**src/pm_irq_cfg.svh**
```systemverilog
// Purpose: constants for the power management and port interrupt block
// Assumes: register offsets are byte offsets on the local register port
// Notes:   header holds definitions only
`ifndef PM_IRQ_CFG_SVH
`define PM_IRQ_CFG_SVH

// ------------------------------------------------------------
// register offsets
// ------------------------------------------------------------
`define OFS_PMCS        4'h0
`define OFS_SRC         4'h4
`define OFS_IEN         4'h8

// ------------------------------------------------------------
// power_mgmt_ctrl_status fields
// ------------------------------------------------------------
`define SEL_MSB         18
`define SEL_LSB         11
`define SEL_RST         8'h88
`define BIT_D3W         10
`define BIT_D2W         9
`define BIT_EN          8
`define BIT_WKP         7
`define BIT_STAT        6
`define BIT_DRV         5
`define BIT_AUX         4
`define CUR_MSB         3
`define CUR_LSB         2
`define REQ_MSB         1
`define REQ_LSB         0
`define SEL_D0          8'h01
`define SEL_D3          8'h04

// ------------------------------------------------------------
// port_irq_source / port_irq_enable fields
// ------------------------------------------------------------
`define SRC_W           13
`define SRC_MASK        13'h1bff
`define IEN_RST         13'h0008
`define S_DMA           12
`define S_BUS_RESET_CHANGE          11
`define S_SERIAL_MEM_READY         9
`define S_CONFIG_CHECKSUM_ERROR        8
`define S_CONFIG_LOAD_DONE       7
`define S_MOK           6
`define S_FALL          5
`define S_RISE          4
`define S_HOST_SW_REQUEST        3
`define S_MABORT        2
`define S_TABORT        1
`define S_PWR           0

// ------------------------------------------------------------
// link clock activity timing
// ------------------------------------------------------------
`define CLK_NS          4
`define PCLK_IDLE_NS    64
`define PCLK_IDLE_CYC   5'(`PCLK_IDLE_NS / `CLK_NS)
`endif

```
**src/pm_irq_pkg.sv**
```systemverilog
// Purpose: shared types of the power management and interrupt block
// Assumes: constants come from pm_irq_cfg.svh
// Notes:   none
`include "pm_irq_cfg.svh"
package pm_irq_pkg;
    typedef enum logic [1:0] {D0, D1, D2, D3} power_state_type;
    typedef logic [`SRC_W-1:0] src_vec_type;
endpackage

```
**src/sync2.sv**
```systemverilog
// Purpose: two flip-flop synchroniser for pins from another domain
// Assumes: bits are independent levels
// Notes:   no reset, so the live pin level is never disturbed
`timescale 1ns/1ps
`default_nettype none
module sync2 #(
    parameter int W = 1
) (
    input  wire logic         clk,
    input  wire logic [W-1:0] d,
    output logic      [W-1:0] q
);
    typedef struct packed {
        logic [W-1:0] meta;
        logic [W-1:0] stable;
    } sync_state_type;

    sync_state_type s_reg;
    sync_state_type s_next;

    // first stage feeds only the second
    always_comb
    begin
        s_next.meta   = d;
        s_next.stable = s_reg.meta;
    end

    always_ff @(posedge clk)
    begin
        s_reg <= s_next;
    end

    assign q = s_reg.stable;
endmodule // sync2
`default_nettype wire

```
**src/clk_monitor.sv**
```systemverilog
// Purpose: tells whether the sampled link clock is toggling
// Assumes: clk_s is already synchronised
// Notes:   active means an edge within the idle window
`include "pm_irq_cfg.svh"
`timescale 1ns/1ps
`default_nettype none
module clk_monitor
    import pm_irq_pkg::*;
(
    input  wire logic clk,
    input  wire logic rstn,
    input  wire logic clk_s,
    output logic      active
);
    typedef struct packed {
        logic       prev;
        logic [4:0] idle;
    } mon_state_type;

    mon_state_type s_reg;
    mon_state_type s_next;

    // count cycles since the last edge, saturating
    always_comb
    begin
        s_next      = s_reg;
        s_next.prev = clk_s;
        if (clk_s != s_reg.prev)
            s_next.idle = '0;
        else if (s_reg.idle != `PCLK_IDLE_CYC)
            s_next.idle = s_reg.idle + 5'h01;
    end

    always_ff @(posedge clk)
    begin
        if (!rstn)
            s_reg <= '{prev: 1'b0, idle: `PCLK_IDLE_CYC};
        else
            s_reg <= s_next;
    end

    assign active = s_reg.idle != `PCLK_IDLE_CYC;
endmodule // clk_monitor
`default_nettype wire

```
**src/pm_irq_regs.sv**
```systemverilog
// Purpose: power management control/status and port interrupt sources
// Assumes: event inputs are one-cycle pulses on clk; pins are async
// Notes:   read data appears one cycle after reg_rd
`include "pm_irq_cfg.svh"
`timescale 1ns/1ps
`default_nettype none
module pm_irq_regs
    import pm_irq_pkg::*;
(
    input  wire logic        clk,
    input  wire logic        rstn,
    input  wire logic [3:0]  reg_addr,
    input  wire logic        reg_wr,
    input  wire logic        reg_rd,
    input  wire logic [31:0] reg_wdata,
    output logic      [31:0] reg_rdata,
    input  wire logic        pci_clk,
    input  wire logic        pci_rst_n,
    input  wire logic        wake_pin_n,
    input  wire logic        aux_det_pin,
    input  wire logic        host_state_wr,
    input  wire logic [1:0]  host_state_val,
    input  wire logic        host_pme_en_wr,
    input  wire logic        host_pme_en_val,
    input  wire logic        host_pme_stat_clr,
    input  wire logic        host_core_irq_wr,
    input  wire logic        dma_halt_evt,
    input  wire logic        eeprom_ready_evt,
    input  wire logic        cfg_err_evt,
    input  wire logic        cfg_done_evt,
    input  wire logic        master_done_evt,
    input  wire logic        master_abort_evt,
    input  wire logic        target_abort_evt,
    input  wire logic        core_clk_on,
    input  wire logic        deep_sleep_warm_on_wake,
    input  wire logic        light_sleep_warm_on_wake,
    output logic             pme_out,
    output logic      [1:0]  cur_state_out,
    output logic             warm_rst,
    output logic             irq_out
);
    typedef struct packed {
        logic            primed;
        logic            warm;
        logic [7:0]      sel;
        logic            pme_en;
        logic            pme_stat;
        power_state_type cur;
        logic [1:0]      req;
        src_vec_type     src;
        src_vec_type     ien;
        logic            done_seen;
        logic            err_seen;
        logic            wake_q;
        logic            bus_reset_change_q;
        logic [31:0]     rdata;
    } regs_state_type;

    localparam regs_state_type ST_RST = '{
        primed: 1'b0, warm: 1'b0, sel: `SEL_RST, pme_en: 1'b0,
        pme_stat: 1'b0, cur: D0, req: 2'h0, src: '0, ien: `IEN_RST,
        done_seen: 1'b0, err_seen: 1'b0, wake_q: 1'b1, bus_reset_change_q: 1'b0,
        rdata: 32'h0000_0000};

    regs_state_type s_reg;
    regs_state_type s_next;

    logic [3:0]  pins_s;
    logic        pclk_s;
    logic        bus_reset_change_n_s;
    logic        wake_s;
    logic        aux_s;
    logic        pclk_on;
    logic        wr_pmcs;
    logic        wr_src;
    logic        wr_ien;
    logic        wk_fall;
    logic        wk_rise;
    logic        bus_reset_change_chg;
    logic        hw_pme;
    logic        warm_cond;
    src_vec_type src_set;
    src_vec_type src_clr;
    src_vec_type warm_src;

    // ------------------------------------------------------------
    // pin synchronisers and link clock monitor
    // ------------------------------------------------------------
    sync2 #(.W(4)) u_sync (
        .clk (clk),
        .d   ({pci_clk, pci_rst_n, wake_pin_n, aux_det_pin}),
        .q   (pins_s)
    );

    assign pclk_s   = pins_s[3];
    assign bus_reset_change_n_s = pins_s[2];
    assign wake_s   = pins_s[1];
    assign aux_s    = pins_s[0];

    clk_monitor u_mon (
        .clk    (clk),
        .rstn   (rstn),
        .clk_s  (pclk_s),
        .active (pclk_on)
    );

    // ------------------------------------------------------------
    // helpers
    // ------------------------------------------------------------

    // hardware event select code matches requested state
    function automatic logic sel_hit(input logic [7:0] sel, input logic [1:0] req);
        logic ok;
        ok = (sel >= `SEL_D0) && (sel <= `SEL_D3);
        sel_hit = ok && ((sel - `SEL_D0) == {6'h00, req});
    endfunction

    // read image of the control/status register
    function automatic logic [31:0] pmcs_image(input regs_state_type st,
                                               input logic wk, input logic ax);
        logic [31:0] v;
        v                     = 32'h0000_0000;
        v[`SEL_MSB:`SEL_LSB]  = st.sel;
        v[`BIT_D3W]           = deep_sleep_warm_on_wake;
        v[`BIT_D2W]           = light_sleep_warm_on_wake;
        v[`BIT_EN]            = st.pme_en;
        v[`BIT_WKP]           = wk;
        v[`BIT_STAT]          = st.pme_stat;
        v[`BIT_DRV]           = st.pme_en & st.pme_stat;
        v[`BIT_AUX]           = ax;
        v[`CUR_MSB:`CUR_LSB]  = st.cur;
        v[`REQ_MSB:`REQ_LSB]  = st.req;
        pmcs_image = v;
    endfunction

    // ------------------------------------------------------------
    // event decode
    // ------------------------------------------------------------
    assign wr_pmcs  = reg_wr && (reg_addr == `OFS_PMCS);
    assign wr_src   = reg_wr && (reg_addr == `OFS_SRC);
    assign wr_ien   = reg_wr && (reg_addr == `OFS_IEN);
    assign wk_fall  = s_reg.primed && s_reg.wake_q && !wake_s;
    assign wk_rise  = s_reg.primed && !s_reg.wake_q && wake_s;
    assign bus_reset_change_chg = s_reg.primed && (s_reg.bus_reset_change_q != bus_reset_change_n_s);
    assign hw_pme   = !wake_s && sel_hit(s_reg.sel, s_reg.req);

    // warm reset on wake from deep or light sleep
    assign warm_cond = wk_fall && bus_reset_change_n_s && pclk_on
        && ((s_reg.cur == D3 && deep_sleep_warm_on_wake)
         || (s_reg.cur == D2 && light_sleep_warm_on_wake));

    // source set terms, all in one vector
    always_comb
    begin
        src_set             = '0;
        src_set[`S_DMA]     = dma_halt_evt;
        src_set[`S_BUS_RESET_CHANGE]    = bus_reset_change_chg;
        src_set[`S_SERIAL_MEM_READY]   = eeprom_ready_evt;
        src_set[`S_CONFIG_CHECKSUM_ERROR]  = cfg_err_evt;
        src_set[`S_CONFIG_LOAD_DONE] = cfg_done_evt;
        src_set[`S_MOK]     = master_done_evt;
        src_set[`S_FALL]    = wk_fall;
        src_set[`S_RISE]    = wk_rise;
        src_set[`S_HOST_SW_REQUEST]  = host_core_irq_wr;
        src_set[`S_MABORT]  = master_abort_evt;
        src_set[`S_TABORT]  = target_abort_evt;
        src_set[`S_PWR]     = host_state_wr && core_clk_on
                              && (host_state_val != s_reg.req);
    end

    // write-one clear image and warm reload of config status
    always_comb
    begin
        src_clr              = wr_src ? reg_wdata[`SRC_W-1:0] : '0;
        warm_src             = '0;
        warm_src[`S_CONFIG_CHECKSUM_ERROR]  = s_reg.err_seen;
        warm_src[`S_CONFIG_LOAD_DONE] = s_reg.done_seen;
    end

    // ------------------------------------------------------------
    // next state
    // ------------------------------------------------------------
    always_comb
    begin
        s_next        = s_reg;
        s_next.primed = 1'b1;
        s_next.warm   = warm_cond;
        s_next.wake_q = wake_s;
        s_next.bus_reset_change_q = bus_reset_change_n_s;

        // host clear first, so a software or hardware set wins
        if (host_pme_stat_clr)
            s_next.pme_stat = 1'b0;

        // software writes of the control/status register
        if (wr_pmcs)
        begin
            s_next.sel = reg_wdata[`SEL_MSB:`SEL_LSB];
            s_next.cur = power_state_type'(reg_wdata[`CUR_MSB:`CUR_LSB]);
            if (reg_wdata[`BIT_EN])
            begin
                s_next.pme_en   = 1'b0;
                s_next.pme_stat = 1'b0;
            end
            else if (reg_wdata[`BIT_STAT])
                s_next.pme_stat = 1'b1;
        end

        // host side of the event bits, hardware set wins
        if (host_pme_en_wr)
            s_next.pme_en = host_pme_en_val;
        if (hw_pme)
            s_next.pme_stat = 1'b1;

        // requested state capture, cleared by bus reset
        if (host_state_wr)
            s_next.req = host_state_val;
        if (!bus_reset_change_n_s)
            s_next.req = 2'h0;

        // sources: set wins over clear
        s_next.src = ((s_reg.src & ~src_clr) | src_set) & `SRC_MASK;
        if (wr_ien)
            s_next.ien = reg_wdata[`SRC_W-1:0] & `SRC_MASK;

        // remember config outcome for warm reloads
        if (cfg_done_evt)
            s_next.done_seen = 1'b1;
        if (cfg_err_evt)
            s_next.err_seen = 1'b1;

        // warm reset clears the enable bit, sets status only on a live select match, reloads config status sources from the seen flags, restores reset enables
        if (s_reg.warm)
        begin
            s_next.pme_en   = 1'b0;
            s_next.pme_stat = hw_pme;
            s_next.src      = warm_src | src_set;
            s_next.ien      = `IEN_RST;
        end

        // register read data, unmapped reads give zero
        if (reg_rd)
        begin
            unique case (reg_addr)
                `OFS_PMCS: s_next.rdata = pmcs_image(s_reg, wake_s, aux_s);
                `OFS_SRC:  s_next.rdata = {19'h0, s_reg.src};
                `OFS_IEN:  s_next.rdata = {19'h0, s_reg.ien};
                default:   s_next.rdata = 32'h0000_0000;
            endcase
        end
    end

    // device reset restores everything
    always_ff @(posedge clk)
    begin
        if (!rstn)
            s_reg <= ST_RST;
        else
            s_reg <= s_next;
    end

    // ------------------------------------------------------------
    // outputs
    // ------------------------------------------------------------
    assign reg_rdata     = s_reg.rdata;
    assign pme_out       = s_reg.pme_en & s_reg.pme_stat;
    assign cur_state_out = s_reg.cur;
    assign warm_rst      = s_reg.warm;
    assign irq_out       = |(s_reg.src & s_reg.ien);
endmodule // pm_irq_regs
`default_nettype wire

```
**config.mk**
```make
export PLATFORM = sky130hd
export DESIGN_NAME = pm_irq_regs
export DESIGN_NICKNAME = d
export VERILOG_FILES = /design/src/pm_irq_pkg.sv /design/src/sync2.sv /design/src/clk_monitor.sv /design/src/pm_irq_regs.sv
export VERILOG_INCLUDE_DIRS = /design/src
export SDC_FILE = /design/constraint.sdc
export NUM_CORES = 1
export LEC_CHECK = 0
export BUFFER_PORTS_ARGS = -buffer_cell sky130_fd_sc_hd__buf_4
export CORE_ASPECT_RATIO = 1.2
export CORE_MARGIN = 4
export CORE_UTILIZATION = 51
export CTS_CLUSTER_DIAMETER = 30
export DETAILED_ROUTE_END_ITERATION = 6
export HOLD_SLACK_MARGIN = 0.06
export PLACE_DENSITY = 0.78
export SYNTH_ARGS = -nofsm -noshare
export SYNTH_HDL_FRONTEND = slang
export SYNTH_SLANG_ARGS = --single-unit
export TNS_END_PERCENT = 10
```
**constraint.sdc**
```tcl
create_clock -name clk -period 2.87 [get_ports clk]
set_input_delay 0.574 -clock clk [delete_from_list [all_inputs] [get_ports clk]]
set_output_delay 0.574 -clock clk [all_outputs]
set_load 0.005 [all_outputs]
```
Yosys cells after proc, flatten, opt, wreduce, memory -nomap -nowiden --
Cells that the tools add are included.
Word-level totals: register bits after elaboration 91, input port bits 61, output and inout port bits 37
Operators by class: $add $sub $neg 2, order comparisons 2, equal/unequal tests 9, muxes and demuxes 20, bitwise gates (word level) 7, reduce and logical (&&, ||, !) cells 31
Operators with widths (count):
- 78-bit 2-to-1 mux | 1
- 19-bit one-hot mux with 3 select lines | 1
- 32-bit 2-to-1 mux | 1
- 13-bit AND | 2
- 13-bit 2-to-1 mux | 2
- 26-bit 2-to-1 mux | 1
- 1-bit logical AND | 18
- 13-bit NOT | 1
- 13-bit bitwise OR | 1
- 9-bit by 13-bit bitwise OR with 13-bit output | 1
- 13-bit OR reduction | 1
- 12-bit 2-to-1 mux | 1
- 5-bit 2-to-1 mux | 2
- 8-bit by 2-bit equality test with 1-bit output | 1
- 8-bit by 1-bit greater-or-equal comparator with 1-bit output (second input constant) | 1
- 8-bit by 3-bit <= comparator with 1-bit output (second input constant) | 1
- 1-bit 2-to-1 mux | 8
- 8-bit by 1-bit subtractor with 8-bit output (second input constant) | 1
- 2-bit 2-to-1 mux | 3
- 2-bit AND reduction | 3
- 2-bit nonzero test | 3
- 5-bit by 1-bit adder with 5-bit output (second input constant) | 1
- 5-bit != test (second input constant) | 1
- 2-bit equality test (second input constant) | 2
- 10 further kinds | 13

Longest topological paths before layout --
depth after elaboration 8, gate-level depth with buffers 5

Hierarchy --
A second synthesis with hierarchy kept.
Unflattened totals: cell total of the unflattened synthesis 375, area total of the unflattened synthesis 3392.0 um2
By module, submodules not included:
- pm_irq_regs | times used 1, cells an instance 339, area an instance 2957.8 um2
- clk_monitor | times used 1, cells an instance 28, area an instance 274.0 um2
- sync2 | times used 1, cells an instance 8, area an instance 160.2 um2

Worst setup path after synthesis --
OpenSTA, ideal clock, no wires.
path type input to register, start point in reg_addr[1], end point reg s_reg[39] in the netlist's numbering, library setup time 0.137 ns, arrival 1.489 ns, path slack 1.244 ns, stages on the path 4, buffers on the path 1, path through or4b_1 clkbuf_2 o21ai_0 nand3_1
On the way: cells in the longest elaborated chain, start to end 2
RTL lines:
- start, declared | line pm_irq_regs.sv:12 | input wire logic [3:0] reg_addr,
- 4-bit equality test
- 1-bit logical AND | line pm_irq_regs.sv:141 | assign wr_ien = reg_wr && (reg_addr == `OFS_IEN);
- end signal, assigned | line pm_irq_regs.sv:259 | s_reg <= s_next;
- end, declared | line pm_irq_regs.sv:65 | regs_state_type s_reg;
Every way passes these cells. A chain may end at the register's enable or synchronous reset.

Worst setup path after layout --
start point reg s_reg[52] in the netlist's numbering, end point out irq_out
On the way: cells in the longest elaborated chain, start to end 2
RTL lines:
- 13-bit AND | line pm_irq_regs.sv:269 | assign irq_out = |(s_reg.src & s_reg.ien);
- 13-bit OR reduction | line pm_irq_regs.sv:269
- end, declared | line pm_irq_regs.sv:40 | output logic irq_out
Every way passes these cells.

==> key figures <==
Timing
  – RSZ-0062 raised after global routing: no
  – Post-route clock period utilization: 0.725
  – Least-Margin Pin Slew: 0.864 ns
  – Final setup violation count: 0
  – Rel. slew slack: 0.424
  – Final Max Tran Viols: 0
  – Crit path time final: 2.08 ns
  – TNS Setup: 0 ns
  – Endpoints failing hold: 0
  – Maximum clock frequency: 481 MHz
  – Setup Skew: 0.00972 ns

Layout
  – Finished Cell Area: 4080 sq um
  – Fin util: 0.599
  – Nets@finish: 490
  – Layout area overhead: 15.1%
  – Largest register FFs: 41
  – Fill cells: 607
  – Layout cells sized above 1: 0.260
  – ANT cells: 0

Clock tree
  – CTS Sinks: 77
  – CTS tree: yes
  – Worst-path clk slew: 0.08 ns
  – Hold_buf cts: 0
  – CTS H-tree lvls: 3
  – Post-CTS Setup Inserts: 0
  – Clock root cell: clkbuf_8
  – Largest buffer count on any clock path: 2
  – Cts repair resizes: 0
  – Number of buffers created by CTS: 9
  – Worst skew pair latency: 0.35 ns

Min path
  – Worst min path class: in -> reg

Worst setup path
  – Worst Path Class, Setup: reg -> out
  – Crit path launch type: register
  – Worst path required time: 2.30 ns
  – Crit path DAT: 1.51 ns
  – CP endpoint kind: output port
  – Critical path peak fanout: 3

Die
  – Die width: 84.1 um
  – Die area: 8360 sq um
  – Rows: 33
  – Die H: 99.4 um
  – Ports: 98
  – CORE AREA: 6810 sq um
  – Starting Density: 0.521

Global routing
  – First-pass GRT wire length: 14600 um
  – GRT Overall Usage: 0.219
  – Largest net degree at the start of global routing: 31
  – Vias in the first global route: 2967
  – Total grt overflow: 0
  – Initial antenna violation count: 0

Power
  – Psw: 542 uW
  – PD cells: 536 nW/um^2
  – Combinational share of power: 0.095
  – Net Sw Frac: 0.247
  – Total leakage power: 1.51 nW
  – Internal power: 1.65 mW
  – Max rail drop VDD: 0.401 mV
  – Share of power burned in registers: 0.519
  – Clock power share: 0.386

Route
  – Via count: 3015
  – Wire length per cell: 17.3 um
  – DR iter-0 viols: 390
  – Routed Antenna Nets: 0
  – Pre-Repair DR Iteration Count: 5
  – Vias per cell: 5.82
  – Final WL: 8980 um
  – DRC: 0

Run status
  – Status: complete, no violations

Yosys
  – Post-synth top cells: dfxtp_1, nand3_1, nand2_1, buf_4, a21oi_1
  – Synthesis Warnings: 0
  – Syn avg cell area: 9.17 sq um
  – Area contributors post-synth: dfxtp_1, buf_4, nand3_1, a221oi_2, nand2_1
  – Synth async-reset ratio: 0
  – Cell Area, Synth: 3550 sq um
  – Register area share after synthesis: 0.435
  – Flops & latches, synth: 77
  – Mapped Cells: 387
  – Post-synth top flop: dfxtp_1
  – Unique masters post-synth: 46
  – Most common cell in the synthesized netlist: dfxtp_1
  – Post-synth EDFFs: 0
  – Synth top area share: 0.435
  – Cell taking the most area after synthesis: dfxtp_1

Placed design
  – GP Congestion: 0.925
  – DP HPWL: 6370 um
  – Port buffer count: 70
  – Cell Area, Placed: 3870 sq um

Run
  – Max-cap violations: 0
worst paths after layout:
kind	startpoint	end	slack [ns]	depth (start not counted)
worst max-delay path	s_reg[52]	irq_out	0.79	4
worst min-delay path	aux_det_pin	u_sync.s_next[0]	0.32	1
worst max register to register	u_mon.s_reg[0]	u_mon.s_reg[1]	1.21	5
worst min register to register	u_sync.s_next[2]	u_sync.q[2]	0.33	0
final cells by class:
| cell class | instances | area (sq um) | share of cell area |
|---|---|---|---|
| Sequential cell | 77 | 1540 | 0.377 |
| Tap cell | 87 | 109 | 0.0267 |
| Clock buffer | 11 | 151 | 0.0371 |
| Timing Repair Buffer | 77 | 578 | 0.142 |
| Inverter | 11 | 41.3 | 0.0101 |
| Multi-Input combinational cell | 250 | 1600 | 0.393 |
| Clock inverter | 5 | 58.8 | 0.0144 |
layer usage:
layer  up-vias  track usage  share of wire
li1       1434            -              -
met3        15       0.0464          0.082
met4         0       0.0792          0.023
met2       153        0.359           0.48
met5         -            0              0
met1      1413        0.284           0.42
power by group through the flow:
stage	Combinational (mW)	Clock (mW)	Sequential, mW
finish	0.208	0.846	1.14
global route	0.228	0.910	1.14
CTS	0.207	0.858	1.13
detailed placement	0.206	0	1.16
global placement	0.202	0	1.16
floorplan	0.134	0	1.15
through the flow:
stage               std cells  total power, mW  hold slack, ns  setup WS, ns
floorplan                 399             1.28           0.310          1.24
global placement          502             1.36           0.310         0.911
detailed placement        502             1.37           0.312         0.882
CTS                       518             2.20           0.307         0.787
global route              518             2.28           0.305         0.675
finish                    518             2.19           0.321         0.789
worst max-delay path, stage by stage (launching register included):
cell and delay [ns]:
dfxtp_1 0.35, a22o_1 0.25, a221oi_1 0.26, nand3_1 0.15
buf_4 0.16
placed cells by master, fill, tap and decap left out, drive strengths merged, types with 3 or more instances in the layout:
| cell type | count |
|---|---|
| xnor2 | 8 |
| buf | 77 |
| nand2 | 40 |
| a21oi | 28 |
| a221oi | 16 |
| nor4b | 3 |
| nor2b | 3 |
| clkbuf | 11 |
| and3 | 3 |
| inv | 11 |
| a22o | 3 |
| ha | 3 |
| a32o | 8 |
| nand3 | 46 |
| dfxtp | 77 |
| conb | 13 |
| mux2i | 4 |
| nor2 | 10 |
| o21ai | 25 |
| a222oi | 11 |
logic make-up after synthesis:
family | share of synthesized area
AOI/OAI and AO/OA | 0.210
buffers and inverters | 0.126
muxes | 0.0145
xor gates and xnor gates | 0.0247
and+or+nand+nor | 0.178
other | 0.00106
DFF | 0.435
adders and majority gates | 0.0106
Note: power is estimated with default switching activity, not from simulation.
